===== config.mk =====
export PLATFORM = sky130hd
export DESIGN_NAME = call_skip_clear_dec_exec
export DESIGN_NICKNAME = d
export VERILOG_FILES = /design/src/core/call_skip_clear_pkg.sv /design/src/core/call_skip_clear_dec_exec.sv /design/src/core/operand_unit.sv
export VERILOG_INCLUDE_DIRS = /design/src /design/src/core
export SDC_FILE = /design/constraint.sdc
export NUM_CORES = 1
export LEC_CHECK = 0
export BUFFER_PORTS_ARGS = -buffer_cell sky130_fd_sc_hd__buf_4
export CAP_MARGIN = 10
export CORE_MARGIN = 2
export CORE_UTILIZATION = 57
export CTS_CLUSTER_DIAMETER = 40
export DETAILED_ROUTE_END_ITERATION = 10
export GPL_TIMING_DRIVEN = 0
export PLACE_DENSITY = 0.86
export SLEW_MARGIN = 40
export SYNTH_ARGS = -nofsm -noshare
export SYNTH_HDL_FRONTEND = slang
export SYNTH_SLANG_ARGS = --single-unit
export TNS_END_PERCENT = 30

===== constraint.sdc =====
create_clock -name i_clk -period 4.6 [get_ports i_clk]
set_input_delay 0.69 -clock i_clk [delete_from_list [all_inputs] [get_ports i_clk]]
set_output_delay 0.69 -clock i_clk [all_outputs]
set_load 0.01 [all_outputs]

===== src/core/call_skip_clear_defines.svh =====
// constants for the call, skip, clear and decrement decode block
`ifndef CALL_SKIP_CLEAR_DEFINES_SVH
`define CALL_SKIP_CLEAR_DEFINES_SVH

`define CSC_INSTR_W 12
`define CSC_PC_W 9
`define CSC_DATA_W 8
`define CSC_REG_IDX_W 5
`define CSC_BIT_IDX_W 3

`define CSC_OPC4_MSB 11
`define CSC_OPC4_LSB 8
`define CSC_OPC6_MSB 11
`define CSC_OPC6_LSB 6
`define CSC_IMM_MSB 7
`define CSC_IMM_LSB 0
`define CSC_BIT_MSB 7
`define CSC_BIT_LSB 5
`define CSC_DEST_POS 5
`define CSC_REG_MSB 4
`define CSC_REG_LSB 0

`define CSC_OPC_CALL 4'h9
`define CSC_OPC_SKIP_LOW 4'h6
`define CSC_OPC_SKIP_HIGH 4'h7
`define CSC_OPC_CLEAR 6'h01
`define CSC_OPC_DEC 6'h03

`define CSC_DEST_WORKING 1'h0
`define CSC_CALL_PAGE 1'h0
`define CSC_CLEAR_VALUE 8'h00
`define CSC_ZERO_SET 1'h1
`define CSC_PC_STEP 9'h001
`define CSC_PC_SKIP_STEP 9'h002
`define CSC_PC_RESET 9'h000
`define CSC_DATA_RESET 8'h00
`define CSC_REG_RESET 5'h00

`endif


===== src/core/call_skip_clear_pkg.sv =====
// types shared by the call, skip, clear and decrement decode block
package call_skip_clear_pkg;

   typedef enum logic [1:0] {
      ST_EXEC = 2'b01,
      ST_DISCARD = 2'b10
   } phase_e;

   typedef enum logic [2:0] {
      OP_NONE = 3'h0,
      OP_CALL = 3'h1,
      OP_SKIP_LOW = 3'h2,
      OP_SKIP_HIGH = 3'h3,
      OP_CLEAR = 3'h4,
      OP_DEC = 3'h5
   } op_e;

   typedef struct packed {
      logic load;
      logic [8:0] value;
   } pc_out_s;

   typedef struct packed {
      logic push;
      logic [8:0] data;
   } stack_push_s;

   typedef struct packed {
      logic we;
      logic [4:0] addr;
      logic [7:0] data;
   } reg_wr_s;

   typedef struct packed {
      logic we;
      logic [7:0] data;
   } acc_wr_s;

   typedef struct packed {
      logic we;
      logic value;
   } zero_wr_s;

   typedef struct packed {
      phase_e phase;
      logic ready;
      logic discard;
      logic done;
      pc_out_s pc;
      stack_push_s stack;
      reg_wr_s reg_wr;
      acc_wr_s acc_wr;
      zero_wr_s zero_wr;
   } exec_state_s;

endpackage


===== src/core/call_skip_clear_dec_exec.sv =====
// decode and execute of call, bit skips, clear and decrement
`timescale 1ns/10ps
`include "call_skip_clear_defines.svh"

module call_skip_clear_dec_exec (
   input wire logic i_clk,
   input wire logic i_rst_n,
   input wire logic i_instr_valid,
   input wire logic [`CSC_INSTR_W-1:0] i_instr,
   input wire logic [`CSC_PC_W-1:0] i_pc,
   input wire logic [`CSC_DATA_W-1:0] i_reg_rdata,
   output logic o_ready,
   output logic o_done,
   output logic o_discard,
   output call_skip_clear_pkg::pc_out_s o_pc,
   output call_skip_clear_pkg::stack_push_s o_stack,
   output call_skip_clear_pkg::reg_wr_s o_reg_wr,
   output call_skip_clear_pkg::acc_wr_s o_acc_wr,
   output call_skip_clear_pkg::zero_wr_s o_zero_wr
);

   ////////////////////////////////////////////////////////////////////////
   // decode

   function automatic call_skip_clear_pkg::op_e op_of(
      input logic [`CSC_INSTR_W-1:0] instr
   );
      logic [3:0] opc4;
      logic [5:0] opc6;
      opc4 = instr[`CSC_OPC4_MSB:`CSC_OPC4_LSB];
      opc6 = instr[`CSC_OPC6_MSB:`CSC_OPC6_LSB];
      if (opc4 == `CSC_OPC_CALL) begin
         op_of = call_skip_clear_pkg::OP_CALL;
      end else if (opc4 == `CSC_OPC_SKIP_LOW) begin
         op_of = call_skip_clear_pkg::OP_SKIP_LOW;
      end else if (opc4 == `CSC_OPC_SKIP_HIGH) begin
         op_of = call_skip_clear_pkg::OP_SKIP_HIGH;
      end else if (opc6 == `CSC_OPC_CLEAR) begin
         op_of = call_skip_clear_pkg::OP_CLEAR;
      end else if (opc6 == `CSC_OPC_DEC) begin
         op_of = call_skip_clear_pkg::OP_DEC;
      end else begin
         op_of = call_skip_clear_pkg::OP_NONE;
      end
   endfunction

   call_skip_clear_pkg::exec_state_s st_ff;
   call_skip_clear_pkg::exec_state_s nxt_st;
   call_skip_clear_pkg::op_e op;
   logic take;
   logic sel_bit;
   logic [`CSC_DATA_W-1:0] minus_one;
   logic minus_one_zero;
   logic [`CSC_REG_IDX_W-1:0] reg_idx;
   logic dest_reg;
   logic [`CSC_DATA_W-1:0] imm;

   assign op = op_of(i_instr);
   // the operand is only trusted while this block is ready for it
   assign take = i_instr_valid && st_ff.ready;
   assign reg_idx = i_instr[`CSC_REG_MSB:`CSC_REG_LSB];
   assign dest_reg = i_instr[`CSC_DEST_POS];
   assign imm = i_instr[`CSC_IMM_MSB:`CSC_IMM_LSB];

   operand_unit #(
      .DATA_W(`CSC_DATA_W),
      .BIT_IDX_W(`CSC_BIT_IDX_W)
   ) u_operand (
      .i_operand(i_reg_rdata),
      .i_bit_sel(i_instr[`CSC_BIT_MSB:`CSC_BIT_LSB]),
      .o_bit(sel_bit),
      .o_minus_one(minus_one),
      .o_minus_one_zero(minus_one_zero)
   );

   ////////////////////////////////////////////////////////////////////////
   // next state

   always_comb begin
      nxt_st = st_ff;
      nxt_st.done = 1'b0;
      nxt_st.discard = 1'b0;
      nxt_st.pc.load = 1'b0;
      nxt_st.stack.push = 1'b0;
      nxt_st.reg_wr.we = 1'b0;
      nxt_st.acc_wr.we = 1'b0;
      nxt_st.zero_wr.we = 1'b0;
      unique case (st_ff.phase)
         call_skip_clear_pkg::ST_EXEC: begin
            if (take && op != call_skip_clear_pkg::OP_NONE) begin
               nxt_st.done = 1'b1;
               nxt_st.pc.load = 1'b1;
               nxt_st.pc.value = i_pc + `CSC_PC_STEP;
               unique case (op)
                  call_skip_clear_pkg::OP_CALL: begin
                     nxt_st.stack.push = 1'b1;
                     nxt_st.stack.data = i_pc + `CSC_PC_STEP;
                     nxt_st.pc.value = {`CSC_CALL_PAGE, imm};
                     // the second cycle flushes the fetched word
                     nxt_st.phase = call_skip_clear_pkg::ST_DISCARD;
                     nxt_st.ready = 1'b0;
                     nxt_st.discard = 1'b1;
                  end
                  call_skip_clear_pkg::OP_SKIP_LOW: begin
                     if (!sel_bit) begin
                        nxt_st.pc.value = i_pc + `CSC_PC_SKIP_STEP;
                        nxt_st.phase = call_skip_clear_pkg::ST_DISCARD;
                        nxt_st.ready = 1'b0;
                        nxt_st.discard = 1'b1;
                     end
                  end
                  call_skip_clear_pkg::OP_SKIP_HIGH: begin
                     if (sel_bit) begin
                        nxt_st.pc.value = i_pc + `CSC_PC_SKIP_STEP;
                        nxt_st.phase = call_skip_clear_pkg::ST_DISCARD;
                        nxt_st.ready = 1'b0;
                        nxt_st.discard = 1'b1;
                     end
                  end
                  call_skip_clear_pkg::OP_CLEAR: begin
                     // register field is not checked for working target
                     if (dest_reg == `CSC_DEST_WORKING) begin
                        nxt_st.acc_wr.we = 1'b1;
                        nxt_st.acc_wr.data = `CSC_CLEAR_VALUE;
                     end else begin
                        nxt_st.reg_wr.we = 1'b1;
                        nxt_st.reg_wr.addr = reg_idx;
                        nxt_st.reg_wr.data = `CSC_CLEAR_VALUE;
                     end
                     nxt_st.zero_wr.we = 1'b1;
                     nxt_st.zero_wr.value = `CSC_ZERO_SET;
                  end
                  call_skip_clear_pkg::OP_DEC: begin
                     if (dest_reg == `CSC_DEST_WORKING) begin
                        nxt_st.acc_wr.we = 1'b1;
                        nxt_st.acc_wr.data = minus_one;
                     end else begin
                        nxt_st.reg_wr.we = 1'b1;
                        nxt_st.reg_wr.addr = reg_idx;
                        nxt_st.reg_wr.data = minus_one;
                     end
                     nxt_st.zero_wr.we = 1'b1;
                     nxt_st.zero_wr.value = minus_one_zero;
                  end
                  default: begin
                     nxt_st.done = 1'b0;
                     nxt_st.pc.load = 1'b0;
                  end
               endcase
            end
         end
         call_skip_clear_pkg::ST_DISCARD: begin
            // the word fetched during the taken cycle is dropped here
            nxt_st.phase = call_skip_clear_pkg::ST_EXEC;
            nxt_st.ready = 1'b1;
         end
         default: begin
            nxt_st.phase = call_skip_clear_pkg::ST_EXEC;
            nxt_st.ready = 1'b1;
         end
      endcase
   end

   ////////////////////////////////////////////////////////////////////////
   // state register

   always_ff @(posedge i_clk or negedge i_rst_n) begin
      if (!i_rst_n) begin
         st_ff.phase <= call_skip_clear_pkg::ST_EXEC;
         st_ff.ready <= 1'b1;
         st_ff.discard <= 1'b0;
         st_ff.done <= 1'b0;
         st_ff.pc <= '{load: 1'b0, value: `CSC_PC_RESET};
         st_ff.stack <= '{push: 1'b0, data: `CSC_PC_RESET};
         st_ff.reg_wr <= '{we: 1'b0, addr: `CSC_REG_RESET,
                           data: `CSC_DATA_RESET};
         st_ff.acc_wr <= '{we: 1'b0, data: `CSC_DATA_RESET};
         st_ff.zero_wr <= '{we: 1'b0, value: 1'b0};
      end else begin
         st_ff <= nxt_st;
      end
   end

   assign o_ready = st_ff.ready;
   assign o_done = st_ff.done;
   assign o_discard = st_ff.discard;
   assign o_pc = st_ff.pc;
   assign o_stack = st_ff.stack;
   assign o_reg_wr = st_ff.reg_wr;
   assign o_acc_wr = st_ff.acc_wr;
   assign o_zero_wr = st_ff.zero_wr;

   ////////////////////////////////////////////////////////////////////////
   // checks

   logic call_t;
   logic low_t;
   logic high_t;
   logic clear_t;
   logic dec_t;
   assign call_t = take && op == call_skip_clear_pkg::OP_CALL;
   assign low_t = take && op == call_skip_clear_pkg::OP_SKIP_LOW;
   assign high_t = take && op == call_skip_clear_pkg::OP_SKIP_HIGH;
   assign clear_t = take && op == call_skip_clear_pkg::OP_CLEAR;
   assign dec_t = take && op == call_skip_clear_pkg::OP_DEC;

   call_push_a: assert property (
      @(posedge i_clk) disable iff (!i_rst_n)
      call_t |=> o_stack.push && o_stack.data == $past(i_pc) + 9'h001)
      else $error("call did not push pc plus one");

   call_target_a: assert property (
      @(posedge i_clk) disable iff (!i_rst_n)
      call_t |=> o_pc.load && o_pc.value == {1'b0, $past(imm)})
      else $error("call target wrong");

   call_two_cycles_a: assert property (
      @(posedge i_clk) disable iff (!i_rst_n)
      call_t |=> !o_ready && !o_zero_wr.we && !o_reg_wr.we
         && !o_acc_wr.we ##1 o_ready && !o_done)
      else $error("call not two cycles or touched flags");

   skip_low_pc_a: assert property (
      @(posedge i_clk) disable iff (!i_rst_n)
      low_t |=> o_pc.value == $past(i_pc)
         + ($past(sel_bit) ? 9'h001 : 9'h002))
      else $error("skip-if-low pc step wrong");

   skip_low_time_a: assert property (
      @(posedge i_clk) disable iff (!i_rst_n)
      low_t |=> (o_ready == $past(sel_bit)) && !o_zero_wr.we)
      else $error("skip-if-low timing or flags wrong");

   skip_high_pc_a: assert property (
      @(posedge i_clk) disable iff (!i_rst_n)
      high_t |=> o_pc.value == $past(i_pc)
         + ($past(sel_bit) ? 9'h002 : 9'h001))
      else $error("skip-if-high pc step wrong");

   skip_high_time_a: assert property (
      @(posedge i_clk) disable iff (!i_rst_n)
      high_t |=> (o_ready != $past(sel_bit)) && !o_zero_wr.we)
      else $error("skip-if-high timing or flags wrong");

   clear_zero_a: assert property (
      @(posedge i_clk) disable iff (!i_rst_n)
      clear_t |=> o_zero_wr.we && o_zero_wr.value && o_ready
         && o_pc.value == $past(i_pc) + 9'h001
         && (o_acc_wr.we ? o_acc_wr.data : o_reg_wr.data) == 8'h00)
      else $error("clear result wrong");

   dec_result_a: assert property (
      @(posedge i_clk) disable iff (!i_rst_n)
      dec_t |=> o_zero_wr.we && o_ready
         && (o_acc_wr.we ? o_acc_wr.data : o_reg_wr.data)
            == $past(i_reg_rdata) - 8'h01
         && o_zero_wr.value == ($past(i_reg_rdata) == 8'h01))
      else $error("decrement result wrong");

   dest_route_a: assert property (
      @(posedge i_clk) disable iff (!i_rst_n)
      (clear_t || dec_t) |=> (o_reg_wr.we == $past(dest_reg))
         && (o_acc_wr.we != $past(dest_reg))
         && (!o_reg_wr.we || o_reg_wr.addr == $past(reg_idx)))
      else $error("destination routing wrong");

   discard_next_a: assert property (
      @(posedge i_clk) disable iff (!i_rst_n)
      o_discard |-> !o_ready && $past(take) ##1 o_ready && !o_discard)
      else $error("discard slot wrong");

   refused_word_a: assert property (
      @(posedge i_clk) disable iff (!i_rst_n)
      !o_ready |=> !o_done && !o_pc.load && !o_zero_wr.we)
      else $error("word taken in discard slot");

   skip_quiet_a: assert property (
      @(posedge i_clk) disable iff (!i_rst_n)
      (low_t || high_t) |=> !o_acc_wr.we && !o_reg_wr.we
         && !o_stack.push && !o_zero_wr.we)
      else $error("skip wrote a result");

   clear_single_a: assert property (
      @(posedge i_clk) disable iff (!i_rst_n)
      clear_t |=> o_done && o_pc.load && !o_discard
         && !o_stack.push)
      else $error("clear not single cycle");

   dec_pc_step_a: assert property (
      @(posedge i_clk) disable iff (!i_rst_n)
      dec_t |=> o_done && o_pc.load && !o_discard
         && o_pc.value == $past(i_pc) + `CSC_PC_STEP)
      else $error("decrement pc step wrong");

endmodule


===== src/core/operand_unit.sv =====
// bit select and minus-one arithmetic on the register operand
`timescale 1ns/10ps
`include "call_skip_clear_defines.svh"

module operand_unit #(
   parameter int DATA_W = `CSC_DATA_W,
   parameter int BIT_IDX_W = `CSC_BIT_IDX_W
) (
   input wire logic [DATA_W-1:0] i_operand,
   input wire logic [BIT_IDX_W-1:0] i_bit_sel,
   output logic o_bit,
   output logic [DATA_W-1:0] o_minus_one,
   output logic o_minus_one_zero
);

   // refuse widths that the bit select cannot cover exactly
   if (DATA_W != (1 << BIT_IDX_W)) begin : g_width_bad
      $error("operand width must equal two to the bit index width");
   end

   logic [DATA_W-1:0] one_w;
   assign one_w = {{(DATA_W-1){1'b0}}, 1'b1};

   // wraps 0x00 to 0xFF, as two's complement does
   assign o_minus_one = i_operand - one_w;
   assign o_minus_one_zero = (o_minus_one == '0);
   assign o_bit = i_operand[i_bit_sel];

endmodule


==> reports/metrics.yaml <==
sta:
  finClkSkew_ns: 0.00385
  final.period_utilization: 0.490
  unrepaired_setup_endpoints_after_global_routing: "no"
  finalSetupViolCount: 0
  hold_slack_ns: 0.389
  finalHoldViolCount: 0
  timing.final.max_slew_violations: 0
  worst-slew-pin-transition_ns: 0.784
  headroom_to_the_max_slew_limit: 0.474
  time_the_worst_path_needs_with_i_o_delays_and_setup_ns: 2.26
  final.setup.tns_ns: 0
  fmax_mhz: 443
synthesis:
  syn_nets: 317
  synth-seq-cells: 48
  post_synth_num_cell_types: 45
  synth_seq_area_share: 0.420
  synthFlopType: "sky130_fd_sc_hd__dfrtp_1"
  synthesis.area_per_instance_sq_um: 10.2
  yosysWarningCount: 0
  syn_area_sq_um: 2860
  netlist_instances: 281
  ys_async_sr_fraction: 1.00
  synth_enable_flop_cells: 0
clocking:
  cts_root_buf: "sky130_fd_sc_hd__clkbuf_8"
  cts.clk_slew.worst_paths_ns: 0.08
  post_cts_setup_repair_bufs: 0
  clock_sink_count: 48
  numCtsBuffers: 5
  cts_tree: "done"
  clk_latency_ns: 0.30
  cts_repair_resize_count: 0
  post_cts_hold_buffer_count: 0
  clock_buffer_depth: 2
  number_of_levels_in_the_clock_h_tree: 2
setup_path:
  cp_cell_sequence: "buf_4 -> nand2b_1 -> or4_4 -> nor3_2 -> mux2_2"
  setup.worst_path.end_class: "flop"
  cpPeakStageDelay_ns: 0.61
  cp_data_arrival_time_ns: 2.45
  cp_max_fo: 9
  critical-path-slowest-cell: "sky130_fd_sc_hd__nor3_2"
  worstSetupPathType: "input pin to flop"
  critical_path.startpoint_type: "input pin"
  timing.critical_path.required_ns: 4.79
routing:
  drc_errors: 0
  num_vias: 2248
  drt-total-wl_um: 6110
  postRouteAntennaNets: 0
  vias_per_cell: 5.23
  route.detailed.wl_per_inst_um: 14.2
  detailedRoute.firstPassIterationCount: 4
  drt_iter0_drc: 128
floorplanning:
  floorplan_core_area_sq_um: 4790
  rows: 25
  die_x_um: 74.9
  initial_utilization: 0.598
  pin_count: 80
  fp.dieArea_sq_um: 5610
  die_height_um: 74.9
placement:
  dp.cells: 423
  gpl.final_weighted_congestion: 0.899
  port_buffers: 75
  hpwlAfterDp_um: 4640
global_routing:
  groute.usage.overall: 0.237
  grt_max_degree: 49
  grt_overflow: 0
  antenna_violations_before_repair: 0
  first_pass_grt_wire_length_um: 10000
  via_count_of_the_first_global_routing_pass: 2147
pwr:
  total_leakage_power_uw: 0.00187
  p_per_cell_area_nw_per_um2: 327
  vdd.ir_drop.worst_mv: 0.216
final_layout:
  final_layout_size_suffix_gt1_frac: 0.468
  diodes: 0
  finish.net_count: 399
  final_cells: 430
  area_growth_pct: 27.1
outcome:
  run_status: "completed"
job:
  timing.max_cap.violations: 0
hold_path:
  min_path_type: "input pin to async pin"
==> where the power goes <==
part / internal [uW] / switching (uW)
clock: 214 / 138
combinational: 196 / 138
sequential: 475 / 27.8
total: 885 / 304
==> through the flow <==
step,total power [uW],utilization,area [sq um],setup slack (ns)
CTS,1200,0.760,3640,2.33
global placement,837,0.733,3510,2.04
floorplan,701,-,2860,2.36
detailed placement,847,0.733,3510,2.01
global route,1250,0.760,3640,2.20
finish,1190,0.760,3640,2.34
==> cell families (layout without fill, tap and decap cells) <==
group	count (synthesis)	count (layout)	synth area share
multiplexers	36	36	0.146
AND/OR/NAND/NOR	79	79	0.140
buffers and inverters	63	145	0.148
AO/OA/AOI/OAI	32	32	0.0704
XOR/XNOR	19	19	0.0581
flip-flops	48	48	0.420
adder cells (fa/ha/maj)	4	4	0.0175
==> critical path: cells and delay by family <==
kind,cells,cell delay (ns)
muxes,1,0.42
and+or+nand+nor,3,1.21
buffers and inverters,1,0.12
==> area by class of cell <==
type | instances | area [sq um]
repair buffers | 75 | 563
plain buffers | 57 | 402
clock inverters | 2 | 60.1
well taps | 67 | 83.8
multi-input cells | 170 | 1240
clock buffers | 5 | 68.8
flip-flops and latches | 48 | 1200
inverters | 6 | 22.5
fillers | 371 | 1150
==> sequential cells by signal (all words and copies together) (netlist names) <==
signal,cells
o_stack,10
o_zero_wr,2
o_acc_wr,9
o_reg_wr,14
o_done,1
o_discard,1
st_ff,2
o_pc,9
==> placed cells by master (no fill, tap or decap), types with 2 or more instances in the layout <==
cell type and count:
sky130_fd_sc_hd__o21ai_0 8, sky130_fd_sc_hd__nor3_1 3, sky130_fd_sc_hd__mux2_2 26, sky130_fd_sc_hd__nand3_1 9, sky130_fd_sc_hd__mux2i_1 8, sky130_fd_sc_hd__nand3b_1 2, sky130_fd_sc_hd__xor2_1 10, sky130_fd_sc_hd__buf_4 120
sky130_fd_sc_hd__clkbuf_1 7, sky130_fd_sc_hd__ha_1 4, sky130_fd_sc_hd__nand4_1 5, sky130_fd_sc_hd__bufinv_16 2, sky130_fd_sc_hd__dfrtp_1 47, sky130_fd_sc_hd__nor4b_1 2, sky130_fd_sc_hd__inv_1 6, sky130_fd_sc_hd__and3b_1 2
sky130_fd_sc_hd__a221o_2 2, sky130_fd_sc_hd__a211oi_1 3, sky130_fd_sc_hd__nand2_1 18, sky130_fd_sc_hd__nor2_1 23, sky130_fd_sc_hd__a31oi_1 2, sky130_fd_sc_hd__nand2b_1 3, sky130_fd_sc_hd__buf_6 2, sky130_fd_sc_hd__and2_1 2
sky130_fd_sc_hd__clkbuf_8 5, sky130_fd_sc_hd__nor4_1 2, sky130_fd_sc_hd__xnor2_1 9, sky130_fd_sc_hd__a21oi_1 11, sky130_fd_sc_hd__buf_2 2
==> path summary, 6_finish.rpt <==
kind | from | end | slack (ns) | cells after the start
max reg2reg | st_ff[48] | o_acc_wr[5] | 2.63 | 3
min in group i_clk | o_stack[3] | o_stack[3] | 0.49 | 2
max in group asynchronous | i_rst_n | o_pc[1] | 3.81 | 1
min reg2reg | o_stack[3] | o_stack[3] | 0.49 | 2
max | i_instr[11] | o_acc_wr[5] | 2.34 | 5
min | i_rst_n | o_reg_wr[0] | 0.39 | 1
==> metal layers <==
| metal | share of wire | vias to the layer above | global-route usage | routed length, um |
|---|---|---|---|---|
| met2 | 0.49 | 66 | 0.394 | 3020 |
| met3 | 0.050 | 11 | 0.0535 | 306 |
| met4 | 0.020 | 0 | 0.0774 | 121 |
| met1 | 0.44 | 1083 | 0.308 | 2660 |
| met5 | 0 | - | 0 | 0 |
| li1 | - | 1088 | - | - |
==> synth_stat cells (all sizes together) (2+ instances only) <==
cell / number / area (sq um)
nand4: 5 / 31.3
a221o: 2 / 22.5
o21ai: 8 / 40.0
a211oi: 3 / 22.5
nor4: 2 / 12.5
xor2: 10 / 87.6
buf: 49 / 370
nor4b: 2 / 17.5
nand3b: 2 / 15.0
mux2: 26 / 293
ha: 4 / 50.1
a21oi: 11 / 55.1
nand2b: 3 / 18.8
a31oi: 2 / 12.5
mux2i: 9 / 103
and2: 2 / 12.5
or3: 2 / 13.8
nor3: 4 / 25.0
nor2: 24 / 92.6
nand2: 18 / 67.6
nand3: 9 / 45.0
dfrtp: 47 / 1180
clkbuf: 8 / 31.3
xnor2: 9 / 78.8
inv: 6 / 22.5
and3b: 2 / 17.5
Power figures use the tool's default switching activity.
